## src/pcss_dummy_end.sv

```systemverilog
// Purpose: none
`timescale 1ns/100ps
`default_nettype none
`default_nettype wire

```

## src/pcss_pkg.sv

```systemverilog
// Purpose: shared constants and types of the pci core status and port select block
// Assumes: 32-bit axi4-lite register bus, one clock
// Notes: register offsets are byte addresses
package pcss_pkg;

    // bus widths
    localparam int DATA_W = 32;
    localparam int EXT_W = 4;
    localparam int ADDR_W = 5;

    // register byte offsets
    localparam logic [ADDR_W-1:0] OFF_CTRL = 5'h00;
    localparam logic [ADDR_W-1:0] OFF_STATUS = 5'h04;
    localparam logic [ADDR_W-1:0] OFF_IRQ_STATUS = 5'h08;
    localparam logic [ADDR_W-1:0] OFF_IRQ_CLEAR = 5'h0c;
    localparam logic [ADDR_W-1:0] OFF_IRQ_ENABLE = 5'h10;

    // control / status field positions; mask bits follow the command/status word
    localparam int CTRL_QUAD_POS = 0;
    localparam int POS_MDPE = 8;
    localparam int POS_STA = 11;
    localparam int POS_RTA = 12;
    localparam int POS_RMA = 13;
    localparam int POS_SSE = 14;
    localparam int POS_DPE = 15;
    localparam int STAT_WIDE_POS = 0;
    localparam int STAT_ERR_POS = 1;
    localparam int STAT_PHASE64_POS = 2;
    localparam int STAT_SHIFT_POS = 3;

    // reset values: all masks pass, dual-port mode
    localparam logic [DATA_W-1:0] CTRL_RESET = 32'h0000f900;
    localparam logic [DATA_W-1:0] CTRL_WMASK = 32'h0000f901;

    // interrupt bits
    localparam int IRQ_W = 2;
    localparam int IRQ_ERR_POS = 0;
    localparam int IRQ_WIDE_POS = 1;

    // axi responses
    localparam logic [1:0] RESP_OKAY = 2'h0;
    localparam logic [1:0] RESP_SLVERR = 2'h2;

    // status shifter
    localparam int NUM_STAT = 6;
    localparam int IDX_W = 3;
    localparam logic [IDX_W-1:0] LAST_IDX = 3'h5;

    // msb first is the serial order: bit 5, det_parity, leaves first
    typedef struct packed {
        logic det_parity;
        logic sig_system;
        logic rcv_master_abort;
        logic rcv_target_abort;
        logic sig_target_abort;
        logic master_data_parity;
    } pcss_dev_status_t;

    typedef enum logic [1:0] {
        SH_OR = 2'b01,
        SH_SHIFT = 2'b10
    } pcss_shift_mode_t;

    typedef struct packed {
        logic [EXT_W-1:0] ext;
        logic [DATA_W-1:0] data;
    } pcss_rx_bus_t;

    typedef struct packed {
        logic awvalid;
        logic [ADDR_W-1:0] awaddr;
        logic wvalid;
        logic [DATA_W-1:0] wdata;
        logic [3:0] wstrb;
        logic bready;
        logic arvalid;
        logic [ADDR_W-1:0] araddr;
        logic rready;
    } pcss_axil_req_t;

    typedef struct packed {
        logic awready;
        logic wready;
        logic bvalid;
        logic [1:0] bresp;
        logic arready;
        logic rvalid;
        logic [DATA_W-1:0] rdata;
        logic [1:0] rresp;
    } pcss_axil_rsp_t;

endpackage

```

## src/pcss_status_shifter.sv

```systemverilog
// Purpose: drives the error-status output as masked or, or as a serial bit stream
// Assumes: shift enable input is synchronous to aclk
// Notes: output is registered, so it follows its inputs by one edge
`timescale 1ns/100ps
`default_nettype none
module pcss_status_shifter (
    // clock and reset
    input wire logic aclk,
    input wire logic aresetn,
    // status and control
    input wire pcss_pkg::pcss_dev_status_t dev_status,
    input wire logic [pcss_pkg::NUM_STAT-1:0] mask,
    input wire logic shift_enable_n,
    // result
    output logic err_status,
    output logic shifting
);
    typedef struct packed {
        pcss_pkg::pcss_shift_mode_t mode;
        logic [pcss_pkg::IDX_W-1:0] idx;
        logic out;
    } pcss_shift_state_t;

    pcss_shift_state_t st;
    pcss_shift_state_t next_st;
    logic [pcss_pkg::NUM_STAT-1:0] vec;
    logic masked_or;
    logic cur_bit;

    assign vec = dev_status;
    assign masked_or = |(vec & mask);
    assign cur_bit = vec[3'(pcss_pkg::LAST_IDX - st.idx)];

    always_comb begin
        next_st = st;
        case (st.mode)
            pcss_pkg::SH_OR: begin
                if (!shift_enable_n) begin
                    next_st.mode = pcss_pkg::SH_SHIFT;
                end
            end
            pcss_pkg::SH_SHIFT: begin
                if (shift_enable_n) begin
                    next_st.mode = pcss_pkg::SH_OR;
                end
            end
            default: begin
                next_st.mode = pcss_pkg::SH_OR;
            end
        endcase
        if (shift_enable_n) begin
            next_st.idx = '0;
            next_st.out = masked_or;
        end else begin
            next_st.out = cur_bit;
            if (st.idx != pcss_pkg::LAST_IDX) begin
                next_st.idx = st.idx + 3'h1;
            end
        end
    end

    always_ff @(posedge aclk) begin
        if (!aresetn) begin
            st <= '{mode: pcss_pkg::SH_OR, idx: '0, out: 1'b0};
        end else begin
            st <= next_st;
        end
    end

    assign err_status = st.out;
    assign shifting = (st.mode == pcss_pkg::SH_SHIFT);

    or_mode_out_a: assert property (@(posedge aclk) disable iff (!aresetn)
        shift_enable_n |=> err_status == $past(masked_or)) else $error("or mode output wrong");
    shift_clear_a: assert property (@(posedge aclk) disable iff (!aresetn)
        shift_enable_n |=> st.idx == 3'h0) else $error("shift index not cleared");
    shift_step_a: assert property (@(posedge aclk) disable iff (!aresetn)
        (!shift_enable_n && st.idx != pcss_pkg::LAST_IDX) |=> st.idx == $past(st.idx) + 3'h1)
        else $error("shift index did not advance");
    shift_bit_a: assert property (@(posedge aclk) disable iff (!aresetn)
        !shift_enable_n |=> err_status == $past(cur_bit)) else $error("serial bit wrong");
    first_bit_a: assert property (@(posedge aclk) disable iff (!aresetn)
        ($fell(shift_enable_n) ##0 $past(shift_enable_n)) |=> err_status == $past(vec[5]))
        else $error("serial stream did not start with first bit");
    shift_hold_a: assert property (@(posedge aclk) disable iff (!aresetn)
        (!shift_enable_n && st.idx == pcss_pkg::LAST_IDX) |=> st.idx == pcss_pkg::LAST_IDX)
        else $error("last bit not held");
    full_shift_c: cover property (@(posedge aclk) disable iff (!aresetn)
        $fell(shift_enable_n) ##0 (!shift_enable_n) [*7]);
endmodule
`default_nettype wire

```

## src/pcss_wide_strap.sv

```systemverilog
// Purpose: catches the 64-bit agent strap at the release of pci reset
// Assumes: pci reset and req64 inputs are synchronous to aclk
// Notes: flag clears while pci reset is low
`timescale 1ns/100ps
`default_nettype none
module pcss_wide_strap (
    // clock and reset
    input wire logic aclk,
    input wire logic aresetn,
    // pci strap pins
    input wire logic pci_rst_n,
    input wire logic req64_n,
    // result
    output logic wide_bus_indication
);
    typedef struct packed {
        logic rst_prev;
        logic wide;
    } pcss_strap_state_t;

    pcss_strap_state_t st;
    pcss_strap_state_t next_st;
    logic rst_rise;

    assign rst_rise = pci_rst_n && !st.rst_prev;

    always_comb begin
        next_st = st;
        next_st.rst_prev = pci_rst_n;
        if (!pci_rst_n) begin
            next_st.wide = 1'b0;
        end else if (rst_rise) begin
            next_st.wide = !req64_n;
        end
    end

    // strap is taken by the clocked process, never loaded by the reset itself
    always_ff @(posedge aclk) begin
        if (!aresetn) begin
            st <= '0;
        end else begin
            st <= next_st;
        end
    end

    assign wide_bus_indication = st.wide;

    strap_catch_a: assert property (@(posedge aclk) disable iff (!aresetn)
        rst_rise |=> wide_bus_indication == !$past(req64_n)) else $error("strap not caught");
    strap_keep_a: assert property (@(posedge aclk) disable iff (!aresetn)
        (pci_rst_n && !rst_rise) |=> $stable(wide_bus_indication)) else $error("strap changed");
    wide_set_c: cover property (@(posedge aclk) disable iff (!aresetn)
        rst_rise && !req64_n);
endmodule
`default_nettype wire

```

## src/pcss_top.sv

```systemverilog
// Purpose: status reporting, wide-bus strap and receive data steering for an embedded pci core
// Assumes: single 200 mhz aclk, synchronous active-low reset, axi4-lite register access
// Notes: one write and one read in flight; answers come one edge after both halves arrive
//
// Functional notes
// - shift enable high: output is the or of the six masked status bits.
// - shift enable low: status bits leave one per rising clock edge.
// - shift counter held cleared while shift enable is high.
// - output sourced from the six listed device status error bits.
// - wide-bus indication set when req64 was low at pci reset rise.
// - wide-bus indication says nothing about any one transaction's width; here phase_64bit simply follows it.
// - with wide-bus indication, fifo transfers may use 64-bit data phases.
// - dual-port: select 0 gives master read data, 1 gives target data.
// - or-mode masks sit at command/status bits 8 and 11 to 15.
//
// Design decisions made here: the register offsets and the AXI4-Lite slave port.
`timescale 1ns/100ps
`default_nettype none
module pcss_top (
    // clock and reset
    input wire logic aclk,
    input wire logic aresetn,
    // register bus
    input wire pcss_pkg::pcss_axil_req_t axil_req,
    output pcss_pkg::pcss_axil_rsp_t axil_rsp,
    // core status
    input wire pcss_pkg::pcss_dev_status_t dev_status,
    input wire logic shift_enable_n,
    output logic err_status,
    // pci strap
    input wire logic pci_rst_n,
    input wire logic req64_n,
    output logic wide_bus_indication,
    output logic phase_64bit,
    // receive data steering
    input wire logic rx_data_select,
    input wire pcss_pkg::pcss_rx_bus_t master_rd,
    input wire pcss_pkg::pcss_rx_bus_t target_wd,
    output pcss_pkg::pcss_rx_bus_t rx_bus,
    // interrupt
    output logic irq
);
    typedef struct packed {
        logic aw_held;
        logic [pcss_pkg::ADDR_W-1:0] awaddr;
        logic w_held;
        logic [pcss_pkg::DATA_W-1:0] wdata;
        logic [3:0] wstrb;
        logic bvalid;
        logic [1:0] bresp;
        logic rvalid;
        logic [pcss_pkg::DATA_W-1:0] rdata;
        logic [1:0] rresp;
        logic [pcss_pkg::DATA_W-1:0] ctrl;
        logic [pcss_pkg::IRQ_W-1:0] irq_en;
        logic [pcss_pkg::IRQ_W-1:0] irq_st;
        logic err_prev;
        logic wide_prev;
        pcss_pkg::pcss_rx_bus_t rx;
    } pcss_top_state_t;

    pcss_top_state_t st;
    pcss_top_state_t next_st;
    logic [pcss_pkg::NUM_STAT-1:0] mask_vec;
    logic shifting;
    logic quad_mode;
    logic aw_fire;
    logic w_fire;
    logic ar_fire;
    logic do_write;
    logic [pcss_pkg::ADDR_W-1:0] wr_addr;
    logic [pcss_pkg::DATA_W-1:0] wr_data;
    logic [3:0] wr_strb;
    logic [pcss_pkg::DATA_W-1:0] status_word;
    logic [pcss_pkg::IRQ_W-1:0] irq_set;

    assign mask_vec = {st.ctrl[pcss_pkg::POS_DPE], st.ctrl[pcss_pkg::POS_SSE],
                       st.ctrl[pcss_pkg::POS_RMA], st.ctrl[pcss_pkg::POS_RTA],
                       st.ctrl[pcss_pkg::POS_STA], st.ctrl[pcss_pkg::POS_MDPE]};
    assign quad_mode = st.ctrl[pcss_pkg::CTRL_QUAD_POS];

    pcss_status_shifter u_shifter (
        .aclk(aclk),
        .aresetn(aresetn),
        .dev_status(dev_status),
        .mask(mask_vec),
        .shift_enable_n(shift_enable_n),
        .err_status(err_status),
        .shifting(shifting)
    );

    pcss_wide_strap u_strap (
        .aclk(aclk),
        .aresetn(aresetn),
        .pci_rst_n(pci_rst_n),
        .req64_n(req64_n),
        .wide_bus_indication(wide_bus_indication)
    );

    // agent flag only: transaction widths are negotiated on the pci bus
    // 64-bit data phases follow the strap
    assign phase_64bit = wide_bus_indication;

    // byte-lane merge of a write into a stored word
    function automatic logic [pcss_pkg::DATA_W-1:0] merge(
        input logic [pcss_pkg::DATA_W-1:0] old_v,
        input logic [pcss_pkg::DATA_W-1:0] new_v,
        input logic [3:0] strb);
        logic [pcss_pkg::DATA_W-1:0] res;
        res = old_v;
        for (int b = 0; b < 4; b++) begin
            if (strb[b]) begin
                res[b*8 +: 8] = new_v[b*8 +: 8];
            end
        end
        return res;
    endfunction

    function automatic logic mapped(input logic [pcss_pkg::ADDR_W-1:0] a);
        logic [pcss_pkg::ADDR_W-1:0] w;
        w = {a[pcss_pkg::ADDR_W-1:2], 2'b00};
        return (w == pcss_pkg::OFF_CTRL) || (w == pcss_pkg::OFF_STATUS)
            || (w == pcss_pkg::OFF_IRQ_STATUS) || (w == pcss_pkg::OFF_IRQ_CLEAR)
            || (w == pcss_pkg::OFF_IRQ_ENABLE);
    endfunction

    // live status: raw error bits at their command/status positions
    always_comb begin
        status_word = '0;
        status_word[pcss_pkg::STAT_WIDE_POS] = wide_bus_indication;
        status_word[pcss_pkg::STAT_ERR_POS] = err_status;
        status_word[pcss_pkg::STAT_PHASE64_POS] = phase_64bit;
        status_word[pcss_pkg::STAT_SHIFT_POS] = shifting;
        status_word[pcss_pkg::POS_DPE] = dev_status.det_parity;
        status_word[pcss_pkg::POS_SSE] = dev_status.sig_system;
        status_word[pcss_pkg::POS_RMA] = dev_status.rcv_master_abort;
        status_word[pcss_pkg::POS_RTA] = dev_status.rcv_target_abort;
        status_word[pcss_pkg::POS_STA] = dev_status.sig_target_abort;
        status_word[pcss_pkg::POS_MDPE] = dev_status.master_data_parity;
    end

    assign axil_rsp.awready = !st.aw_held && !st.bvalid;
    assign axil_rsp.wready = !st.w_held && !st.bvalid;
    assign axil_rsp.bvalid = st.bvalid;
    assign axil_rsp.bresp = st.bresp;
    assign axil_rsp.arready = !st.rvalid;
    assign axil_rsp.rvalid = st.rvalid;
    assign axil_rsp.rdata = st.rdata;
    assign axil_rsp.rresp = st.rresp;

    assign aw_fire = axil_req.awvalid && axil_rsp.awready;
    assign w_fire = axil_req.wvalid && axil_rsp.wready;
    assign ar_fire = axil_req.arvalid && axil_rsp.arready;
    assign do_write = (st.aw_held || aw_fire) && (st.w_held || w_fire);
    assign wr_addr = st.aw_held ? st.awaddr : axil_req.awaddr;
    assign wr_data = st.w_held ? st.wdata : axil_req.wdata;
    assign wr_strb = st.w_held ? st.wstrb : axil_req.wstrb;

    // events: masked or rising in or mode, strap newly set
    always_comb begin
        irq_set = '0;
        irq_set[pcss_pkg::IRQ_ERR_POS] = shift_enable_n && !shifting && err_status
            && !st.err_prev;
        irq_set[pcss_pkg::IRQ_WIDE_POS] = wide_bus_indication && !st.wide_prev;
    end

    always_comb begin
        next_st = st;
        next_st.err_prev = err_status && !shifting;
        next_st.wide_prev = wide_bus_indication;
        next_st.rx = (quad_mode || rx_data_select) ? target_wd : master_rd;

        if (st.bvalid && axil_req.bready) begin
            next_st.bvalid = 1'b0;
        end
        if (aw_fire && !do_write) begin
            next_st.aw_held = 1'b1;
            next_st.awaddr = axil_req.awaddr;
        end
        if (w_fire && !do_write) begin
            next_st.w_held = 1'b1;
            next_st.wdata = axil_req.wdata;
            next_st.wstrb = axil_req.wstrb;
        end

        next_st.irq_st = st.irq_st;
        if (do_write) begin
            next_st.aw_held = 1'b0;
            next_st.w_held = 1'b0;
            next_st.bvalid = 1'b1;
            next_st.bresp = mapped(wr_addr) ? pcss_pkg::RESP_OKAY : pcss_pkg::RESP_SLVERR;
            case ({wr_addr[pcss_pkg::ADDR_W-1:2], 2'b00})
                pcss_pkg::OFF_CTRL: begin
                    next_st.ctrl = merge(st.ctrl, wr_data, wr_strb) & pcss_pkg::CTRL_WMASK;
                end
                pcss_pkg::OFF_IRQ_CLEAR: begin
                    if (wr_strb[0]) begin
                        next_st.irq_st = st.irq_st & ~wr_data[pcss_pkg::IRQ_W-1:0];
                    end
                end
                pcss_pkg::OFF_IRQ_ENABLE: begin
                    if (wr_strb[0]) begin
                        next_st.irq_en = wr_data[pcss_pkg::IRQ_W-1:0];
                    end
                end
                default: begin
                end
            endcase
        end
        // a new event outranks a clear in the same cycle
        next_st.irq_st = next_st.irq_st | irq_set;

        if (st.rvalid && axil_req.rready) begin
            next_st.rvalid = 1'b0;
        end
        if (ar_fire) begin
            next_st.rvalid = 1'b1;
            next_st.rresp = pcss_pkg::RESP_OKAY;
            next_st.rdata = '0;
            case ({axil_req.araddr[pcss_pkg::ADDR_W-1:2], 2'b00})
                pcss_pkg::OFF_CTRL: begin
                    next_st.rdata = st.ctrl;
                end
                pcss_pkg::OFF_STATUS: begin
                    next_st.rdata = status_word;
                end
                pcss_pkg::OFF_IRQ_STATUS: begin
                    next_st.rdata[pcss_pkg::IRQ_W-1:0] = st.irq_st;
                end
                pcss_pkg::OFF_IRQ_CLEAR: begin
                    next_st.rdata = '0;
                end
                pcss_pkg::OFF_IRQ_ENABLE: begin
                    next_st.rdata[pcss_pkg::IRQ_W-1:0] = st.irq_en;
                end
                default: begin
                    next_st.rresp = pcss_pkg::RESP_SLVERR;
                end
            endcase
        end
    end

    always_ff @(posedge aclk) begin
        if (!aresetn) begin
            st <= '0;
            st.ctrl <= pcss_pkg::CTRL_RESET;
        end else begin
            st <= next_st;
        end
    end

    assign rx_bus = st.rx;
    assign irq = |(st.irq_st & st.irq_en);

    // steering: the shared bus shows the selected source one edge later
    rx_master_a: assert property (@(posedge aclk) disable iff (!aresetn)
        (!quad_mode && !rx_data_select) |=> rx_bus == $past(master_rd))
        else $error("master read data not selected");

    rx_target_a: assert property (@(posedge aclk) disable iff (!aresetn)
        (quad_mode || rx_data_select) |=> rx_bus == $past(target_wd))
        else $error("target data not selected");

    phase_wide_a: assert property (@(posedge aclk) disable iff (!aresetn)
        phase_64bit == wide_bus_indication) else $error("phase width differs from strap");

    mask_gate_a: assert property (@(posedge aclk) disable iff (!aresetn)
        (shift_enable_n && !st.ctrl[pcss_pkg::POS_DPE] && !st.ctrl[pcss_pkg::POS_SSE]
         && !st.ctrl[pcss_pkg::POS_RMA] && !st.ctrl[pcss_pkg::POS_RTA]
         && !st.ctrl[pcss_pkg::POS_STA] && !st.ctrl[pcss_pkg::POS_MDPE])
        |=> !err_status) else $error("masked bits reached the output");

    // events: a set must land, a clear without a fresh event must empty the bit
    sticky_set_a: assert property (@(posedge aclk) disable iff (!aresetn)
        irq_set[pcss_pkg::IRQ_ERR_POS] |=> st.irq_st[pcss_pkg::IRQ_ERR_POS])
        else $error("error event lost");

    wide_event_a: assert property (@(posedge aclk) disable iff (!aresetn)
        (wide_bus_indication && !st.wide_prev)
        |=> st.irq_st[pcss_pkg::IRQ_WIDE_POS])
        else $error("wide bus event lost");

    irq_clear_a: assert property (@(posedge aclk) disable iff (!aresetn)
        (do_write && {wr_addr[pcss_pkg::ADDR_W-1:2], 2'b00} == pcss_pkg::OFF_IRQ_CLEAR
         && wr_strb[0] && wr_data[pcss_pkg::IRQ_WIDE_POS] && !irq_set[pcss_pkg::IRQ_WIDE_POS])
        |=> !st.irq_st[pcss_pkg::IRQ_WIDE_POS])
        else $error("interrupt bit not cleared");

    irq_enable_a: assert property (@(posedge aclk) disable iff (!aresetn)
        (do_write && {wr_addr[pcss_pkg::ADDR_W-1:2], 2'b00} == pcss_pkg::OFF_IRQ_ENABLE
         && wr_strb[0])
        |=> st.irq_en == $past(wr_data[pcss_pkg::IRQ_W-1:0]))
        else $error("interrupt enable not written");

    // register bus: every request is answered; a refused one leaves state alone
    write_resp_a: assert property (@(posedge aclk) disable iff (!aresetn)
        do_write |=> axil_rsp.bvalid) else $error("write not answered");

    write_slverr_a: assert property (@(posedge aclk) disable iff (!aresetn)
        (do_write && !mapped(wr_addr))
        |=> (axil_rsp.bresp == pcss_pkg::RESP_SLVERR && $stable(st.ctrl)))
        else $error("unmapped write not refused");

    read_answer_a: assert property (@(posedge aclk) disable iff (!aresetn)
        ar_fire
        |=> axil_rsp.rvalid)
        else $error("read not answered");

    read_slverr_a: assert property (@(posedge aclk) disable iff (!aresetn)
        (ar_fire && !mapped(axil_req.araddr))
        |=> (axil_rsp.rresp == pcss_pkg::RESP_SLVERR && axil_rsp.rdata == '0))
        else $error("unmapped read not refused");

    // the status word is live, so it shows the strap as it stood when read
    status_wide_a: assert property (@(posedge aclk) disable iff (!aresetn)
        (ar_fire && {axil_req.araddr[pcss_pkg::ADDR_W-1:2], 2'b00} == pcss_pkg::OFF_STATUS)
        |=> axil_rsp.rdata[pcss_pkg::STAT_WIDE_POS] == $past(wide_bus_indication))
        else $error("status word lost the strap");

    irq_c: cover property (@(posedge aclk) disable iff (!aresetn) $rose(irq));

    dual_target_c: cover property (@(posedge aclk) disable iff (!aresetn)
        !quad_mode && rx_data_select ##1 !rx_data_select);

    quad_mode_c: cover property (@(posedge aclk) disable iff (!aresetn)
        quad_mode && !rx_data_select);
endmodule
`default_nettype wire

```

## config.mk

```make
export PLATFORM = sky130hd
export DESIGN_NAME = pcss_top
export DESIGN_NICKNAME = d
export VERILOG_FILES = /design/src/pcss_dummy_end.sv /design/src/pcss_pkg.sv /design/src/pcss_status_shifter.sv /design/src/pcss_wide_strap.sv /design/src/pcss_top.sv
export SDC_FILE = /design/constraint.sdc
export NUM_CORES = 1
export LEC_CHECK = 0
export ABC_AREA = 0
export ABC_CLOCK_PERIOD_IN_PS = 2250
export BUFFER_PORTS_ARGS = -buffer_cell sky130_fd_sc_hd__buf_2
export CAP_MARGIN = 20
export CORE_ASPECT_RATIO = 0.75
export CORE_MARGIN = 2
export CORE_UTILIZATION = 45
export CTS_CLUSTER_SIZE = 30
export DETAILED_ROUTE_END_ITERATION = 8
export GPL_TIMING_DRIVEN = 0
export PLACE_DENSITY_LB_ADDON = 0.3
export SYNTH_ARGS = -nofsm -noshare
export SYNTH_HDL_FRONTEND = slang
export SYNTH_SLANG_ARGS = --single-unit
export TNS_END_PERCENT = 50
```

## constraint.sdc

```tcl
create_clock -name aclk -period 2.25 [get_ports aclk]
set_input_delay 0.225 -clock aclk [delete_from_list [all_inputs] [get_ports aclk]]
set_output_delay 0.225 -clock aclk [all_outputs]
set_load 0.05 [all_outputs]
```

==> flow_metrics.env, run 1 <==
export IMPL_switching_power_mw=1.23
export IMPL_p_leak_nw=2.83
export IMPL_power_switching_share=0.287
export IMPL_fin_crit_sh=0.794
export IMPL_cts_buffers=9
export IMPL_grt_pass1_vias=3350
export IMPL_criticalPathCategory="register to register"
export IMPL_cts_resized=0
export IMPL_firstDrtPassIters=4
export IMPL_setup_tns_final_ps=0
export IMPL_syn_area_per_cell_um2=8.52
export IMPL_grt_remaining_overflow=0
export IMPL_powerDensity_nw_per_um2=779
export IMPL_yosys_warnings=0
export IMPL_vdd_drop_max_v=0.000434
export IMPL_clockPowerShare=0.408
export IMPL_cts_clk_slew_worst_paths_ps=60
export IMPL_cts_max_level=3
export IMPL_synth_enable_flop_cells=0
export IMPL_grt_max_degree=16
export IMPL_final_area_um2=5500
export IMPL_setup_violations=0
export IMPL_clock_sinks=86
export IMPL_cpPeakStageDelay_ps=390
export IMPL_die_area_um2=9960
export IMPL_gp_congestion=0.787
export IMPL_relSlewSlack=0.503
export IMPL_rr_startpoint="st[154]$_SDFFE_PP0P_"
export IMPL_area_growth_pct=33.4
export IMPL_r2r_setup_slack_ps=460
export IMPL_die_h_um=86.9
export IMPL_cp_max_fo=10
export IMPL_vias_per_cell=4.69
export IMPL_internal_power_mw=3.05
export IMPL_hp_start="pci_rst_n"
export IMPL_start_util=0.460
export IMPL_synthDominantCellAreaShare=0.417
export IMPL_fill_cells=806
export IMPL_io_pins=216
export IMPL_clock_skew_ps=13.1
export IMPL_r2r_end="mask_vec[2]$_SDFFE_PN1P_"
export IMPL_drc=0
export IMPL_ys_ff_latch=86
export IMPL_buffer_ports_inserted=159
export IMPL_die_x_um=115
export IMPL_crit_arrival_ps=1970
export IMPL_antenna_diode_count=0
export IMPL_postCtsSetupRepairBufs=0
export IMPL_worstHoldPathCells=2
export IMPL_worstPathCellList="buf_6 -> mux2_2 -> nor2_1 -> clkbuf_1 -> and3_1 -> o21ai_1"
export IMPL_ys_async_sr_fraction=0
export IMPL_ys_types=47
export IMPL_drive_gt1_frac=0.400
export IMPL_ys_seq_area_frac=0.417
export IMPL_ys_top_cells_by_area="dfxtp_1 42%, buf_4 14%, nand2_1 7.9%"
export IMPL_reg2regPathDepth=6
export IMPL_synth_commonest_cells="87 x nand2_1, 86 x dfxtp_1, 75 x buf_4"
export IMPL_postCtsHoldBufs=0
export IMPL_hold_path_class="input pin to register"
export IMPL_total_power_mw=4.29
export IMPL_cts_root_buf="clkbuf_16"
export IMPL_combPwrFrac=0.209
export IMPL_antenna_found_initial=0
export IMPL_status="finished clean"
export IMPL_finalCriticalPeriod_ps=1790
export IMPL_final_util=0.613
export IMPL_grtUsageTotal=0.197
export IMPL_tightest_slew_ps=739
export IMPL_rsz0062_at_grt="false"
export IMPL_hold_violations=0
export IMPL_cp_end_kind="register"
export IMPL_synth_area_um2=4130
export IMPL_synth_area_leader_cell="dfxtp_1"
export IMPL_fin_nets=814
export IMPL_cap_violations=0
export IMPL_cpMaxStageDelayCell="mux2_2"
export IMPL_critPathRequiredTime_ps=2440
export IMPL_cts_max_path_buffers=2
export IMPL_via_count=3725
export IMPL_synthFlopType="dfxtp_1"
export IMPL_worst_hold_slack_ps=119
export IMPL_wire_per_inst_um=12.6
export IMPL_fmax_mhz=560
export IMPL_row_count=30
export IMPL_core_um2=8970
export IMPL_placed_cell_area_um2=5150
export IMPL_clock_latency_ps=330
export IMPL_drt_iter0_markers=158
export IMPL_crit_path_start_kind="register"
export IMPL_routed_wl_mm=10.0
export IMPL_grt_pass1_wl_mm=15.8
export IMPL_slew_violations=0
export IMPL_hpwlAfterDp_mm=7.84
export IMPL_ant_nets=0
export IMPL_cts_tree="yes"
export IMPL_synth_most_common_cell="nand2_1"
export IMPL_synthCells=484
export IMPL_min_to="u_strap.st[1]$_SDFF_PN0_"
export IMPL_power_frac_seq=0.384
## power groups by stage
stage / Sequential [mW] / Combinational, mW / Clock [mW]
global placement: 1.67 / 0.881 / 0
CTS: 1.64 / 0.896 / 1.77
detailed placement: 1.68 / 0.893 / 0
floorplan: 1.67 / 0.673 / 0
global route: 1.65 / 0.961 / 1.84
finish: 1.64 / 0.895 / 1.75
## layout make-up
type	instances	area, um2	share of cell area
clock inverter	6	116	0.0211
timing repair buffer	159	796	0.145
sequential	86	1720	0.313
multi-input combinational	311	1770	0.322
buffer	101	686	0.125
inverter	9	33.8	0.00614
tap	112	140	0.0255
clock buffer	10	239	0.0434
## logic make-up after synthesis
group           Yosys count  share of synthesized area
fa+ha+maj                 2                    0.00607
simple gates            158                      0.177
other cells               1                   0.000909
flops                    86                      0.417
buf+inv                 110                      0.174
compound gates           87                      0.125
mux                      38                     0.0952
xor+xnor                  2                    0.00425
## sequential cells by signal, summed over array words and instances, names as in the netlist
signal / count
u_strap.wide_bus_indication: 1
u_shifter.err_status: 1
st: 21
axil_rsp: 14
mask_vec: 6
u_shifter.st: 5
u_strap.st: 1
rx_bus: 36
quad_mode: 1
## layout by cell type (no fill, tap or decap), types with 6 or more instances in the layout
master / count
nor2_1: 30
mux2i_1: 28
clkbuf_1: 20
o21ai_1: 7
buf_4: 75
a21oi_1: 54
inv_1: 8
nand2_1: 87
clkbuf_16: 9
dfxtp_1: 86
buf_2: 161
mux2_2: 9
a22oi_1: 9
nand3_1: 6
conb_1: 24
nand2b_1: 6
and3_1: 7
## critical path, delay by kind of cell, from the launching register on
family          cells  cell delay [ps]
buf+inv             2              460
simple gates        2              410
mux                 1              390
flops               1              320
compound gates      1               60
## through the flow
step	instances	worst slack (ps)
2_1_floorplan	507	680
6_report	794	464
3_3_place_gp	778	505
3_5_place_dp	778	483
5_1_grt	794	302
4_1_cts	794	454
## worst max-delay path by stage
stage	start	endpoint	slack [ps]	depth (start not counted)
global route	st[154]$_SDFFE_PP0P_	mask_vec[5]$_SDFFE_PN1P_	300	6
global placement	st[154]$_SDFFE_PP0P_	mask_vec[2]$_SDFFE_PN1P_	510	6
finish	st[154]$_SDFFE_PP0P_	mask_vec[2]$_SDFFE_PN1P_	460	6
floorplan	st[154]$_SDFFE_PP0P_	mask_vec[4]$_SDFFE_PN1P_	680	6
detailed placement	st[154]$_SDFFE_PP0P_	mask_vec[2]$_SDFFE_PN1P_	480	6
CTS	st[154]$_SDFFE_PP0P_	mask_vec[2]$_SDFFE_PN1P_	450	6
## layer usage
| metal | global-route usage | up-vias | share of wire |
|---|---|---|---|
| li1 | - | 1909 | - |
| met1 | 0.267 | 1687 | 0.47 |
| met3 | 0.0376 | 12 | 0.056 |
| met4 | 0.0543 | 0 | 0.015 |
| met5 | 0 | - | 0 |
| met2 | 0.324 | 117 | 0.46 |
No activity file was read; power rests on OpenSTA's default activity.
==> run 2, diff against run 1 <==
- ABC_AREA: 0 -> 1
- ABC_CLOCK_PERIOD_IN_PS: 2250 -> 1840
- clock period: 2.25 -> 1.84 ns (I/O delays scaled with it)
==> run 2 against run 1 <==
  * Wire length is 5.1% higher
  * Count of clock-buffer cells in the layout did not move
  * Total power up 25%
  * Setup slack got worse by 98 ps
  * Worst hold slack got worse by 76 ps
==> flow_metrics.env, run 2 <==
export IMPL_ys_types=31
export IMPL_fin_nets=891
export IMPL_antenna_diode_count=0
export IMPL_largest_reg_flops=36
export IMPL_fin_crit_sh=0.801
export IMPL_clock_skew_ps=5.73
export IMPL_criticalPathCategory="register to register"
export IMPL_drive_gt1_frac=0.360
export IMPL_clock_sinks=86
export IMPL_cts_root_buf="clkbuf_16"
export IMPL_row_count=30
export IMPL_io_pins=216
export IMPL_antenna_found_initial=0
export IMPL_firstDrtPassIters=4
export IMPL_synth_most_common_cell="nor2_1"
export IMPL_die_x_um=114
export IMPL_register_area_um2=1720
export IMPL_setup_tns_final_ps=0
export IMPL_setup_violations=0
export IMPL_cts_buffers=9
export IMPL_grt_pass1_wl_mm=16.8
export IMPL_crit_arrival_ps=1700
export IMPL_hp_start="req64_n"
export IMPL_cp_end_kind="register"
export IMPL_rsz0062_at_grt="false"
export IMPL_cts_max_path_buffers=2
export IMPL_grtUsageTotal=0.215
export IMPL_placed_cell_area_um2=5140
export IMPL_grt_pass1_vias=3703
export IMPL_postCtsHoldBufs=0
export IMPL_cpPeakStageDelay_ps=330
export IMPL_synth_compound_area_frac=0.139
export IMPL_yosys_warnings=0
export IMPL_crit_start="axil_rsp[34]$_SDFFE_PN0P_"
export IMPL_ys_seq_area_frac=0.418
export IMPL_via_count=4047
export IMPL_layout_commonest_cell="buf_2"
export IMPL_hold_path_class="input pin to register"
export IMPL_layout_cells_non_filler=871
export IMPL_wire_per_inst_um=12.1
export IMPL_cts_resized=0
export IMPL_crit_path_start_kind="register"
export IMPL_synth_adder_area_share=0.00608
export IMPL_finalCriticalPeriod_ps=1470
export IMPL_powerDensity_nw_per_um2=981
export IMPL_multi_input_area_um2=1630
export IMPL_fill_cells=852
export IMPL_syn_area_per_cell_um2=7.35
export IMPL_fmax_mhz=678
export IMPL_hold_violations=0
export IMPL_hpwlAfterDp_mm=8.19
export IMPL_area_growth_pct=33.0
export IMPL_rr_startpoint="axil_rsp[34]$_SDFFE_PN0P_"
export IMPL_p_leak_nw=2.94
export IMPL_critPathRequiredTime_ps=2070
export IMPL_synthDominantCellAreaShare=0.418
export IMPL_final_cell_mix="163 x buf_2, 111 x nor2_1, 86 x dfxtp_1, 75 x buf_4, 68 x o21ai_0"
export IMPL_synth_enable_flop_cells=0
export IMPL_synth_xor_area_frac=0
export IMPL_buffer_ports_inserted=160
export IMPL_ys_top_cells_by_area="dfxtp_1 42%, buf_4 14%, nor2_1 10%"
export IMPL_start_util=0.459
export IMPL_cts_clk_slew_worst_paths_ps=70
export IMPL_cp_max_fo=10
export IMPL_gp_congestion=0.906
export IMPL_cts_max_level=3
export IMPL_synth_area_um2=4120
export IMPL_drt_iter0_markers=268
export IMPL_cts_tree="yes"
export IMPL_ys_ff_latch=86
export IMPL_cap_violations=0
export IMPL_vias_per_cell=4.65
export IMPL_synth_area_leader_cell="dfxtp_1"
export IMPL_synth_commonest_cells="111 x nor2_1, 86 x dfxtp_1, 75 x buf_4"
export IMPL_die_h_um=86.8
export IMPL_grt_remaining_overflow=0
export IMPL_final_area_um2=5480
export IMPL_synthCells=560
export IMPL_die_area_um2=9940
export IMPL_slew_violations=0
export IMPL_worstPathCellList="inv_1 -> nand2_1 -> clkinv_1 -> buf_2 -> o211ai_1 -> inv_1"
export IMPL_synthFlopType="dfxtp_1"
export IMPL_status="finished clean"
export IMPL_drc=0
export IMPL_postCtsSetupRepairBufs=0
export IMPL_ant_nets=0
export IMPL_vdd_drop_max_v=0.000592
export IMPL_clock_latency_ps=340
export IMPL_core_um2=8970
export IMPL_dp_cells=855
export IMPL_critPathMostFrequentCell="inv_1"
export IMPL_synth_top_family_by_area="simple AND/OR/NAND/NOR gates"
export IMPL_relSlewSlack=0.616
export IMPL_grt_max_degree=16
export IMPL_tightest_slew_ps=577
export IMPL_routed_wl_mm=10.5
export IMPL_muxShareOfSynthArea=0.0109
export IMPL_cpMaxStageDelayCell="dfxtp_1"
export IMPL_synth_simple_area_share=0.218
export IMPL_ys_async_sr_fraction=0
==> run 2: cell count changes in the layout (fill, tap and decap cells not counted), moves of 6 or more <==
cell | before | now
a21oi_1 | 54 | 25
inv_1 | 8 | 48
a22oi_1 | 9 | 0
nand2_1 | 87 | 61
mux2i_1 | 28 | 0
nor2_1 | 30 | 111
nand2b_1 | 6 | 0
o21ai_0 | 4 | 68
nand3_1 | 6 | 27
clkbuf_1 | 20 | 14
and3_1 | 7 | 1
==> run 2: path summary, 6_finish.rpt <==
check | end | slack (ps) | cells after the start
min | u_strap.wide_bus_indication$_SDFFE_PN0P_ | 40 | 2
min reg2reg | st[116]$_SDFFE_PN0P_ | 460 | 2
max reg2reg | axil_rsp[16]$_SDFFE_PN0P_ | 370 | 6
max | axil_rsp[16]$_SDFFE_PN0P_ | 370 | 6
==> run 2: final cells by class <==
type                       instances  area share
timing repair buffer             160       0.146
inverter                          53      0.0363
sequential                        86       0.314
clock inverter                     6      0.0169
clock buffer                      10      0.0436
multi-input combinational        350       0.298
tap                              112      0.0256
buffer                            94       0.119
==> run 2: per-stage QoR <==
| stage | util | hold WS [ps] | power, mW | setup slack [ps] |
|---|---|---|---|---|
| 3_5_place_dp | 0.574 | 392 | 3.41 | 368 |
| 4_1_cts | 0.610 | 26.3 | 5.42 | 350 |
| 2_1_floorplan | - | 284 | 3.09 | 73.2 |
| 6_report | 0.610 | 42.7 | 5.37 | 366 |
| 5_1_grt | 0.610 | 38.7 | 5.61 | 191 |
| 3_3_place_gp | 0.574 | 382 | 3.38 | 380 |
==> run 2: per-layer routing <==
metal  up-vias  wire (um)  share of wire  GRT usage
li1       2068          -              -          -
met1      1805       4650           0.44      0.264
met2       156       4900           0.47      0.358
met3        18        812          0.077     0.0559
met4         0        174          0.017     0.0920
met5         -          0              0          0
==> run 2: cell families after synthesis <==
family	count (synthesis)
simple gates	213
fa+ha+maj	2
buf+inv	147
mux	4
flops	86
compound gates	107
other cells	1
==> run 2: worst max-delay path, delay by kind of cell (launching register included) <==
| family | cells | cell delay, ps |
|---|---|---|
| buffers and inverters | 4 | 640 |
| DFF | 1 | 330 |
| and+or+nand+nor | 1 | 190 |
| AOI/OAI and AO/OA | 1 | 190 |
==> run 2: power by group <==
group | switching, mW | leakage, nW | internal (mW) | total [mW]
combinational | 0.867 | 2.08 | 0.434 | 1.30
sequential | 0.0650 | 0.712 | 2.01 | 2.07
clock | 0.767 | 0.156 | 1.24 | 2.00
total | 1.70 | 2.94 | 3.68 | 5.37
==> run 3, diff against run 2 <==
- ABC_AREA: 1 -> 0
- ABC_CLOCK_PERIOD_IN_PS: 1840 -> 1400
- clock period: 1.84 -> 1.4 ns (I/O delays scaled with it)
==> run 3 against run 2 <==
  * Die area grew 0.17%
  * Non-clock buffer count grew 10
  * Sequential cell count is the same
  * Total power grew 23%
  * Fmax shrank 9.6%
  * Global-route usage shrank 1.9 points
  * First-iteration DRC count shrank 41%
  * Combinational power grew 17%
  * Utilization grew 1.8 points
  * The run now ends with negative setup slack left
  * Worst hold slack gained 6.8 ps
  * Clock power grew 21%
==> flow_metrics.env, run 3 (synthesis gave the netlist of run 1 again) <==
export IMPL_status="finished, violations left"
export IMPL_violations="negative setup slack"
export IMPL_core_um2=8970
export IMPL_slew_violations=0
export IMPL_vias_per_cell=4.76
export IMPL_grtUsageTotal=0.196
export IMPL_grt_max_degree=14
export IMPL_fmax_mhz=614
export IMPL_clock_sinks=86
export IMPL_rsz0062_at_grt="true"
export IMPL_layout_commonest_cell="buf_2"
export IMPL_dp_cells=778
export IMPL_cp_end_kind="register"
export IMPL_worst_hold_slack_ps=49.5
export IMPL_ant_nets=0
export IMPL_die_x_um=115
export IMPL_largest_reg_flops=36
export IMPL_powerDensity_nw_per_um2=1170
export IMPL_grt_pass1_vias=3355
export IMPL_die_h_um=86.9
export IMPL_crit_arrival_ps=1820
export IMPL_area_growth_pct=36.6
export IMPL_final_cell_mix="158 x buf_2, 86 x nand2_1, 82 x dfxtp_1, 81 x buf_4, 54 x a21oi_1"
export IMPL_cts_buffers=9
export IMPL_buffer_ports_inserted=159
export IMPL_firstDrtPassIters=5
export IMPL_row_count=30
export IMPL_drc=0
export IMPL_crit_path_start_kind="register"
export IMPL_antenna_diode_count=0
export IMPL_gp_congestion=0.852
export IMPL_fin_nets=818
export IMPL_hold_violations=0
export IMPL_finalCriticalPeriod_ps=1630
export IMPL_start_util=0.460
export IMPL_setup_tns_final_ps=-1710
export IMPL_cp_max_fo=6
export IMPL_cts_clk_slew_worst_paths_ps=60
export IMPL_p_leak_nw=2.89
export IMPL_cts_max_level=3
export IMPL_die_area_um2=9960
export IMPL_cts_root_buf="clkbuf_16"
export IMPL_cap_violations=0
export IMPL_critPathRequiredTime_ps=1590
export IMPL_hpwlAfterDp_mm=7.88
export IMPL_postCtsHoldBufs=0
export IMPL_vdd_drop_max_v=0.000631
export IMPL_criticalPathCategory="register to register"
export IMPL_wire_per_inst_um=12.8
export IMPL_io_pins=216
export IMPL_cts_max_path_buffers=2
export IMPL_fin_ws_ps=-230
export IMPL_fin_crit_sh=1.16
export IMPL_setup_violations=9
export IMPL_dp_slack_ps=-343
export IMPL_grt_remaining_overflow=0
export IMPL_clock_skew_ps=6.40
export IMPL_via_count=3784
export IMPL_antenna_found_initial=0
export IMPL_drive_gt1_frac=0.442
export IMPL_grt_pass1_wl_mm=15.6
export IMPL_drt_iter0_markers=157
export IMPL_relSlewSlack=0.664
export IMPL_final_util=0.628
export IMPL_cts_tree="yes"
export IMPL_clock_latency_ps=320
export IMPL_routed_wl_mm=10.2
export IMPL_hold_path_class="input pin to register"
export IMPL_fill_cells=818
export IMPL_layout_cells_non_filler=795
export IMPL_tightest_slew_ps=504
-- run 3: cell types whose count changed in the layout (fill, tap and decap cells not counted), sizes merged, moves of 9 or more --
cell,before,now
nand3,28,7
mux2i,0,28
nor2,115,30
o21ai,74,11
inv,53,9
a22oi,0,9
a21oi,25,54
nand2,63,87
-- run 3: critical path, cell delays in order (launching register included) --
cell and delay [ps]:
dfxtp_4 370, or3b_4 400, a221oi_4 320, buf_6 180, and3_4 180, o21ai_2 50
-- run 3: stage by stage --
| step | cell area (um2) | power, mW |
|---|---|---|
| final | 5630 | 6.59 |
| after global routing | 5630 | 6.88 |
| after CTS | 5530 | 6.60 |
| after detailed placement | 5150 | 4.13 |
| after global placement | 5150 | 4.10 |
| after floorplan | 4210 | 3.77 |
-- run 3: worst paths after layout --
check / start / endpoint / slack, ps / cells after the start
worst max-delay path: st[154]$_SDFFE_PP0P_ / mask_vec[5]$_SDFFE_PN1P_ / -230 / 5
worst min-delay path: master_rd[8] / rx_bus[8]$_SDFF_PN0_ / 50 / 3
worst max register to register: st[154]$_SDFFE_PP0P_ / mask_vec[5]$_SDFFE_PN1P_ / -230 / 5
worst min register to register: axil_rsp[4]$_SDFFE_PN0P_ / axil_rsp[4]$_SDFFE_PN0P_ / 460 / 2
-- run 3: per-layer routing --
layer  vias up  part of all wire  GRT usage
li1       1908                 -          -
met1      1728              0.44      0.254
met2       140              0.50      0.331
met3         8             0.058     0.0473
met4         0             0.010     0.0499
met5         -                 0          0
-- run 3: what timing repair did --
item / CTS / global route
buffers inserted: 2 / 3
endpoints found under the setup margin: 60 / 51
pin swaps: 3 / 6
cloned: 1 / 0
gates resized for setup: 22 / 26
-- run 3: cell type report --
cell class	instances	area, um2	area share
buffer	99	706	0.125
multi-input combinational	311	1880	0.333
tap	112	140	0.0249
timing repair buffer	165	847	0.150
clock buffer	9	225	0.0400
sequential	86	1730	0.307
clock inverter	4	75.1	0.0133
inverter	9	33.8	0.00600
-- run 3: power by group --
group | total, mW | switching, mW | internal [mW]
combinational | 1.52 | 0.940 | 0.575
clock | 2.43 | 0.896 | 1.53
sequential | 2.65 | 0.0710 | 2.58
total | 6.59 | 1.91 | 4.69
